**src/fmb_consts.svh**
```systemverilog
// Purpose: constants for the flash/modem local bus strobe block
// Assumes: core clock of 250 MHz, local bus data 8 bits wide
// Notes:   times in ns, cycle counts derived from them
`ifndef FMB_CONSTS_SVH
`define FMB_CONSTS_SVH

`define FMB_ADDR_W        17
`define FMB_MODEM_ADDR_W  7
`define FMB_DATA_W        8
`define FMB_BOOT_EN_RST   1'b1

`define FMB_CLK_PERIOD_NS 4
`define FMB_SETUP_NS      20
`define FMB_STROBE_NS     120
`define FMB_HOLD_NS       20
`define FMB_CCLK_HALF_NS  20

`define FMB_NS2CYC(ns) \
  (((ns) + `FMB_CLK_PERIOD_NS - 1) / `FMB_CLK_PERIOD_NS)
`define FMB_SETUP_CYC     `FMB_NS2CYC(`FMB_SETUP_NS)
`define FMB_STROBE_CYC    `FMB_NS2CYC(`FMB_STROBE_NS)
`define FMB_HOLD_CYC      `FMB_NS2CYC(`FMB_HOLD_NS)
`define FMB_CCLK_HALF_CYC `FMB_NS2CYC(`FMB_CCLK_HALF_NS)
`define FMB_CNT_W         8

`endif

```
**src/fmb_pkg.sv**
```systemverilog
// Purpose: types shared by the local bus strobe block
// Assumes: widths from fmb_consts.svh
// Notes:   none
`include "fmb_consts.svh"
package fmb_pkg;
  typedef logic [`FMB_ADDR_W-1:0] fmb_addr_t;
  typedef logic [`FMB_DATA_W-1:0] fmb_data_t;
  typedef logic [`FMB_CNT_W-1:0]  fmb_cnt_t;
  typedef enum logic [1:0]
  {
    FMB_IDLE   = 2'b00,
    FMB_SETUP  = 2'b01,
    FMB_STROBE = 2'b10,
    FMB_HOLD   = 2'b11
  } fmb_state_e;
endpackage

```
**src/fmb_cclk_if.sv**
```systemverilog
// Purpose: carries the companion clock between divider and top
// Assumes: one clock domain
// Notes:   level signal, registered in the divider
`timescale 1ns/10ps
interface fmb_cclk_if;
  logic cclk;
  modport gen (output cclk);
  modport use_side (input cclk);
endinterface

```
**src/fmb_cclk_div.sv**
```systemverilog
// Purpose: free-running companion clock divider
// Assumes: half period from fmb_consts.svh
// Notes:   runs from reset release, independent of accesses
`timescale 1ns/10ps
`include "fmb_consts.svh"
module fmb_cclk_div
  import fmb_pkg::*;
(
  input  wire logic   i_sys_clk,
  input  wire logic   i_rst,
  fmb_cclk_if.gen     cclk_if
);
  fmb_cnt_t cnt_reg;
  fmb_cnt_t cnt_next;
  logic     clk_reg;
  logic     clk_next;

  always_comb
  begin
    cnt_next = cnt_reg + 8'h01;
    clk_next = clk_reg;
    if (cnt_reg == fmb_cnt_t'(`FMB_CCLK_HALF_CYC - 1))
    begin
      cnt_next = 8'h00;
      clk_next = ~clk_reg;
    end
  end

  always_ff @(posedge i_sys_clk or posedge i_rst)
  begin
    if (i_rst)
    begin
      cnt_reg <= 8'h00;
      clk_reg <= 1'b0;
    end
    else
    begin
      cnt_reg <= cnt_next;
      clk_reg <= clk_next;
    end
  end

  assign cclk_if.cclk = clk_reg;
endmodule

```
**src/fmb_local_bus.sv**
```systemverilog
// Purpose: strobe, select and address logic of the local bus
// Assumes: i_rst is the host bus reset; requests from core logic
// Notes:   one access at a time; address mapping is latched per access, select follows the boot bit directly
`timescale 1ns/10ps
`include "fmb_consts.svh"
module fmb_local_bus
  import fmb_pkg::*;
(
  input  wire logic            i_sys_clk,
  input  wire logic            i_rst,
  // access requests from core logic
  input  wire logic            i_req_valid,
  input  wire logic            i_req_write,
  input  wire fmb_pkg::fmb_addr_t i_req_addr,
  input  wire fmb_pkg::fmb_data_t i_req_wdata,
  output logic                 o_req_ready,
  output fmb_pkg::fmb_data_t   o_rd_data,
  output logic                 o_rd_valid,
  output logic                 o_done,
  // boot enable control bit
  input  wire logic            i_boot_en_wr,
  input  wire logic            i_boot_en_val,
  output logic                 o_boot_en,
  // local bus pins
  output logic                 o_local_read_strobe_n,
  output logic                 o_local_write_strobe_n,
  output logic                 o_flash_cs_n,
  output logic                 o_flash_modem_select,
  output logic                 o_companion_clock_out,
  output fmb_pkg::fmb_addr_t   o_local_addr,
  input  wire fmb_pkg::fmb_data_t i_local_data,
  output fmb_pkg::fmb_data_t   o_local_data,
  output logic                 o_local_data_oe
);
  import fmb_pkg::*;

  function automatic fmb_addr_t map_addr(input fmb_addr_t a,
                                         input logic flash);
    fmb_addr_t m;
    m = a;
    if (!flash)
    begin
      m = '0;
      m[`FMB_MODEM_ADDR_W-1:0] = a[`FMB_MODEM_ADDR_W-1:0];
    end
    return m;
  endfunction

  // boot enable bit
  logic boot_en_reg;
  logic boot_en_next;

  always_comb
  begin
    boot_en_next = boot_en_reg;
    if (i_boot_en_wr)
    begin
      boot_en_next = i_boot_en_val;
    end
  end

  always_ff @(posedge i_sys_clk or posedge i_rst)
  begin
    if (i_rst)
    begin
      boot_en_reg <= `FMB_BOOT_EN_RST;
    end
    else
    begin
      boot_en_reg <= boot_en_next;
    end
  end

  // data pin synchroniser
  fmb_data_t din_meta_reg;
  fmb_data_t din_sync_reg;

  always_ff @(posedge i_sys_clk or posedge i_rst)
  begin
    if (i_rst)
    begin
      din_meta_reg <= 8'h00;
      din_sync_reg <= 8'h00;
    end
    else
    begin
      din_meta_reg <= i_local_data;
      din_sync_reg <= din_meta_reg;
    end
  end

  // access sequencer
  fmb_state_e state_reg;
  fmb_state_e state_next;
  fmb_cnt_t   cnt_reg;
  fmb_cnt_t   cnt_next;
  logic       wr_reg;
  logic       wr_next;
  fmb_addr_t  addr_reg;
  fmb_addr_t  addr_next;
  fmb_data_t  wdata_reg;
  fmb_data_t  wdata_next;
  fmb_data_t  rdata_reg;
  fmb_data_t  rdata_next;
  logic       rvalid_reg;
  logic       rvalid_next;
  logic       done_reg;
  logic       done_next;
  logic       ready_reg;
  logic       ready_next;
  logic       oe_n_reg;
  logic       oe_n_next;
  logic       we_n_reg;
  logic       we_n_next;
  logic       cs_n_reg;
  logic       cs_n_next;
  logic       doe_reg;
  logic       doe_next;

  always_comb
  begin
    state_next  = state_reg;
    cnt_next    = cnt_reg;
    wr_next     = wr_reg;
    addr_next   = addr_reg;
    wdata_next  = wdata_reg;
    rdata_next  = rdata_reg;
    rvalid_next = 1'b0;
    done_next   = 1'b0;
    ready_next  = 1'b0;
    oe_n_next   = 1'b1;
    we_n_next   = 1'b1;
    cs_n_next   = 1'b1;
    doe_next    = 1'b0;
    case (state_reg)
      FMB_IDLE:
      begin
        ready_next = 1'b1;
        if (i_req_valid && ready_reg)
        begin
          wr_next    = i_req_write;
          addr_next  = map_addr(i_req_addr, boot_en_reg);
          wdata_next = i_req_wdata;
          cnt_next   = fmb_cnt_t'(`FMB_SETUP_CYC - 1);
          state_next = FMB_SETUP;
          ready_next = 1'b0;
          cs_n_next  = 1'b0;
          doe_next   = i_req_write;
        end
      end
      FMB_SETUP:
      begin
        cs_n_next = 1'b0;
        doe_next  = wr_reg;
        if (cnt_reg == 8'h00)
        begin
          cnt_next   = fmb_cnt_t'(`FMB_STROBE_CYC - 1);
          state_next = FMB_STROBE;
          oe_n_next  = wr_reg;
          we_n_next  = ~wr_reg;
        end
        else
        begin
          cnt_next = cnt_reg - 8'h01;
        end
      end
      FMB_STROBE:
      begin
        cs_n_next = 1'b0;
        doe_next  = wr_reg;
        if (cnt_reg == 8'h00)
        begin
          // data has passed the synchroniser by now
          if (!wr_reg)
          begin
            rdata_next  = din_sync_reg;
            rvalid_next = 1'b1;
          end
          cnt_next   = fmb_cnt_t'(`FMB_HOLD_CYC - 1);
          state_next = FMB_HOLD;
        end
        else
        begin
          cnt_next  = cnt_reg - 8'h01;
          oe_n_next = wr_reg;
          we_n_next = ~wr_reg;
        end
      end
      FMB_HOLD:
      begin
        doe_next = wr_reg;
        if (cnt_reg == 8'h00)
        begin
          state_next = FMB_IDLE;
          done_next  = 1'b1;
          doe_next   = 1'b0;
          ready_next = 1'b1;
        end
        else
        begin
          cnt_next  = cnt_reg - 8'h01;
          cs_n_next = 1'b0;
        end
      end
      default:
      begin
        state_next = FMB_IDLE;
      end
    endcase
  end

  always_ff @(posedge i_sys_clk or posedge i_rst)
  begin
    if (i_rst)
    begin
      state_reg  <= FMB_IDLE;
      cnt_reg    <= 8'h00;
      wr_reg     <= 1'b0;
      addr_reg   <= '0;
      wdata_reg  <= 8'h00;
      rdata_reg  <= 8'h00;
      rvalid_reg <= 1'b0;
      done_reg   <= 1'b0;
      ready_reg  <= 1'b0;
      oe_n_reg   <= 1'b1;
      we_n_reg   <= 1'b1;
      cs_n_reg   <= 1'b1;
      doe_reg    <= 1'b0;
    end
    else
    begin
      state_reg  <= state_next;
      cnt_reg    <= cnt_next;
      wr_reg     <= wr_next;
      addr_reg   <= addr_next;
      wdata_reg  <= wdata_next;
      rdata_reg  <= rdata_next;
      rvalid_reg <= rvalid_next;
      done_reg   <= done_next;
      ready_reg  <= ready_next;
      oe_n_reg   <= oe_n_next;
      we_n_reg   <= we_n_next;
      cs_n_reg   <= cs_n_next;
      doe_reg    <= doe_next;
    end
  end

  // companion clock
  fmb_cclk_if cclk_if ();

  fmb_cclk_div u_cclk_div
  (
    .i_sys_clk (i_sys_clk),
    .i_rst     (i_rst),
    .cclk_if   (cclk_if.gen)
  );

  assign o_companion_clock_out  = cclk_if.cclk;
  assign o_local_read_strobe_n  = oe_n_reg;
  assign o_local_write_strobe_n = we_n_reg;
  assign o_flash_cs_n           = cs_n_reg;
  assign o_flash_modem_select   = boot_en_reg;
  assign o_boot_en              = boot_en_reg;
  assign o_local_addr           = addr_reg;
  assign o_local_data           = wdata_reg;
  assign o_local_data_oe        = doe_reg;
  assign o_rd_data              = rdata_reg;
  assign o_rd_valid             = rvalid_reg;
  assign o_done                 = done_reg;
  assign o_req_ready            = ready_reg;
endmodule

```
**config.mk**
```make
export PLATFORM = sky130hd
export DESIGN_NAME = fmb_local_bus
export DESIGN_NICKNAME = d
export VERILOG_FILES = /design/src/fmb_pkg.sv /design/src/fmb_cclk_if.sv /design/src/fmb_cclk_div.sv /design/src/fmb_local_bus.sv
export VERILOG_INCLUDE_DIRS = /design/src
export SDC_FILE = /design/constraint.sdc
export NUM_CORES = 1
export LEC_CHECK = 0
export ABC_AREA = 1
export BUFFER_PORTS_ARGS = -buffer_cell sky130_fd_sc_hd__buf_2
export CORE_ASPECT_RATIO = 0.75
export CORE_UTILIZATION = 50
export DETAILED_ROUTE_END_ITERATION = 8
export PLACE_DENSITY_LB_ADDON = 0.25
export SLEW_MARGIN = 10
export SYNTH_ARGS = -nofsm -noshare
export SYNTH_HDL_FRONTEND = slang
export SYNTH_HIERARCHICAL = 1
export SYNTH_SLANG_ARGS = --single-unit
```
**constraint.sdc**
```tcl
create_clock -name i_sys_clk -period 2.4 [get_ports i_sys_clk]
set_input_delay 0.36 -clock i_sys_clk [delete_from_list [all_inputs] [get_ports i_sys_clk]]
set_output_delay 0.36 -clock i_sys_clk [all_outputs]
set_load 0.005 [all_outputs]
```
==> run_results.csv <==
group,metric,value,unit
outcome,outcome,"complete, no violations",
synth,syn_avg_cell_area,9.42,um2
setup_path,critPathMaxStageDelay,400,ps
setup_path,worst_ep_arrival_time,1920,ps
setup_path,r2r-start,"state_reg[0]",
sta,skew,8.79,ps
synth,synth_area_leaders,"dfrtp_1, nand2_1, ha_1",
global_routing,busiest_layer,"met1",
clocking,path_clk_slew,80,ps
setup_path,crit_top_cell,"nand2_1",
synth,syn_inst,348,
die,rows,25,
sta,hold_violations,0,
setup_path,rr_worst_depth,6,
die,die_x,95.5,um
global_routing,antenna_found_initial,0,
pwr,ir_drop,588,uV
placement,place.gp.congestion,0.847,
synth,yosys.area.top_type,"dfrtp_1",
clocking,clock_path_buffers,2,
cells_and_area,drive_gt1_share,29.0,%
die,start_util,51.9,%
global_routing,use_met1,30.0,%
global_routing,grt_pass1_vias,2224,
sta,setup_viol,0,
sta,setup_tns,0,ps
cells_and_area,areaGrowthSynthToFinish,22.0,%
pwr,power.total,4.86,mW
synth,synthDistinctLibCells,34,
clocking,cts_tree,"yes",
pwr,switching_power,1.80,mW
clocking,cts_setup_buffers,0,
die,io_pins,82,
pwr,p_leak,2.20,nW
sta,final_max_slew_viol_count,0,
pwr,power.internal,3.06,mW
die,design.die.area,0.00689,mm2
cells_and_area,largest_register_ffs,17,
die,core_area,0.00632,mm2
synth,synthFlopType,"dfrtp_1",
sta,period_share,71.2,%
setup_path,crit_fanout,17,
detailed_routing,dr_total_vias,2426,
global_routing,grt-ovfl-total,0,
detailed_routing,drt_first_pass_iters,4,
global_routing,grt_use_met3,8.60,%
sta,rsz0062_at_grt,"false",
synth,synth_edf_count,0,
sta,slew_headroom,66.3,%
clocking,ctsRootBufferMaster,"clkbuf_8",
clocking,cts_resized,0,
sta,fmax,585,MHz
cells_and_area,antennaDiodeCount,0,
die,die_y,72.1,um
global_routing,grt_max_degree,69,
synth,syn_area,0.00328,mm2
clocking,h-tree-depth,3,
placement,port_buffers,81,
setup_path,cp-start-kind,"register",
clocking,cts_buffers,9,
cells_and_area,nets,484,
cells_and_area,fillers,545,
clocking,clkSinkCount,77,
pwr,power_frac_comb,38.3,%
global_routing,use_met2,26.0,%
detailed_routing,vias_per_cell,4.65,
setup_path,end_kind,"register",
pwr,pwr-share-seq,40.6,%
sta,finalCriticalPeriod,1710,ps
synth,yosysWarnings,6,
synth,synth_most_common_cell,"nand2_1",
setup_path,cp_cell_sequence,"inv_1 > ha_1 > nand2_1 > inv_2 > nand2_1 > o21ai_0",
pwr,p_sw_share,37.1,%
detailed_routing,wl_per_cell,12.0,um
cells_and_area,regArea,0.00193,mm2
synth,syn_nets,396,
min_path,hold_class,"in -> reg",
min_path,holdCritStartpoint,"i_local_data[5]",
setup_path,critPathKind,"reg -> reg",
setup_path,rr_endpoint,"wr_reg",
global_routing,grt_usage,20.0,%
synth,synth.yosys.seq_area_share,59.0,%
sta,worst-slew-pin-transition,504,ps
clocking,clock_latency,340,ps
flow_run,drv_cap,0,
setup_path,r2r_slack,690,ps
min_path,worstHoldPathCells,1,
detailed_routing,wirelength,6.26,mm
synth,synth_top_area_share,55.7,%
synth,synth-seq-cells,77,
detailed_routing,drc,0,
pwr,clkPwrFrac,21.1,%
placement,dp_hpwl,4.54,mm
global_routing,grt_first_pass_wirelength,10.3,mm
synth,synthTopCellsByCount,"nand2_1, dfrtp_1, inv_1, o21ai_0, nand3_1",
cells_and_area,multi_input_area,0.00119,mm2
synth,synth_async_sr_flop_share,100,%
detailed_routing,postRouteAntennaNets,0,
setup_path,cp_data_required_time,2620,ps
detailed_routing,drt_iter0_drc,94,
min_path,min_to,"din_meta_reg[5]",
pwr,powerDensity,1220,mW/mm2
setup_path,cp_slowest_cell,"dfrtp_1",
## per-stage QoR
| step | instances | area [um2] | setup slack, ps | hold slack, ps | util, % |
|---|---|---|---|---|---|
| global route | 522 | 4000 | 486 | 93.9 | 63.3 |
| finish | 522 | 4000 | 691 | 121 | 63.3 |
| CTS | 522 | 4000 | 684 | 97.7 | 63.3 |
| global placement | 505 | 3780 | 766 | 332 | 59.8 |
| floorplan | 348 | 3280 | 335 | 188 | - |
| detailed placement | 505 | 3780 | 699 | 336 | 59.8 |
## routing by layer
metal  up-vias  part of all wire [%]
li1       1255                     -
met1      1086                    49
met2        76                    43
met3         9                   7.1
met4         0                   1.2
met5         -                     0
## layout by cell type, fill, tap and decap left out, drive strengths merged
cell	netlist	routed
ha	9	9
dlygate4sd3	0	1
nand3	17	17
nor2	23	23
nor3	2	2
o21bai	1	1
a21oi	4	4
clkbuf	5	12
mux2	1	1
clkinv	1	3
bufinv	0	2
o21ai	25	25
inv	32	32
xor2	1	1
xnor2	3	3
nand3b	2	2
buf	2	83
dfrtp	73	73
dfstp	4	4
nand2	141	141
o2111ai	1	1
o21a	1	1
## area by class of cell
type                    instances  share of cell area (%)
multi-input cells             231                    29.7
flip-flops and latches         77                    48.3
inverters                      33                    3.19
clock buffers                  12                    3.38
clock inverters                 4                    1.85
well taps                      81                    2.53
repair buffers                 84                    11.1
## cell families (layout without fill, tap and decap cells)
kind of cell             count (synthesis)  in the layout  share of synthesized area [%]
AND/OR/NAND/NOR                        185            185                           25.8
flip-flops                              77             77                           59.0
buffers and inverters                   40            133                           4.85
AO/OA/AOI/OAI                           32             32                           5.50
adder cells (fa/ha/maj)                  9              9                           3.44
XOR/XNOR                                 4              4                           1.07
multiplexers                             1              1                          0.344
## what timing repair did
item | 4_1_cts | 5_1_grt
setup endpoints to repair | 0 | 0
hold buffers | 1 | 0
endpoints found under the hold margin | 9 | 0
## power groups by stage
stage	clock (mW)	sequential (mW)	combinational, mW
global placement	0	1.99	1.82
detailed placement	0	1.98	1.87
finish	1.03	1.98	1.86
CTS	1.06	1.97	1.87
global route	1.11	2.03	2.11
floorplan	0	1.99	1.24
## worst max-delay path: cells and delay by family, from the launching register on
family | cells | cell delay [ps]
compound gates | 1 | 90
flops | 1 | 400
simple gates | 2 | 500
buf+inv | 2 | 350
fa+ha+maj | 1 | 240
## how the worst max path moves through the flow
stage	end	start	cells after the start	slack, ps
5_1_grt	wr_reg	state_reg[0]	5	490
3_3_place_gp	wr_reg	state_reg[0]	6	770
2_1_floorplan	cnt_reg[0]	i_rst	1	340
3_5_place_dp	o_local_addr[8]	state_reg[0]	5	700
4_1_cts	wr_reg	state_reg[0]	5	680
6_report	wr_reg	state_reg[0]	6	690
Note: power is estimated with default switching activity, not from simulation.
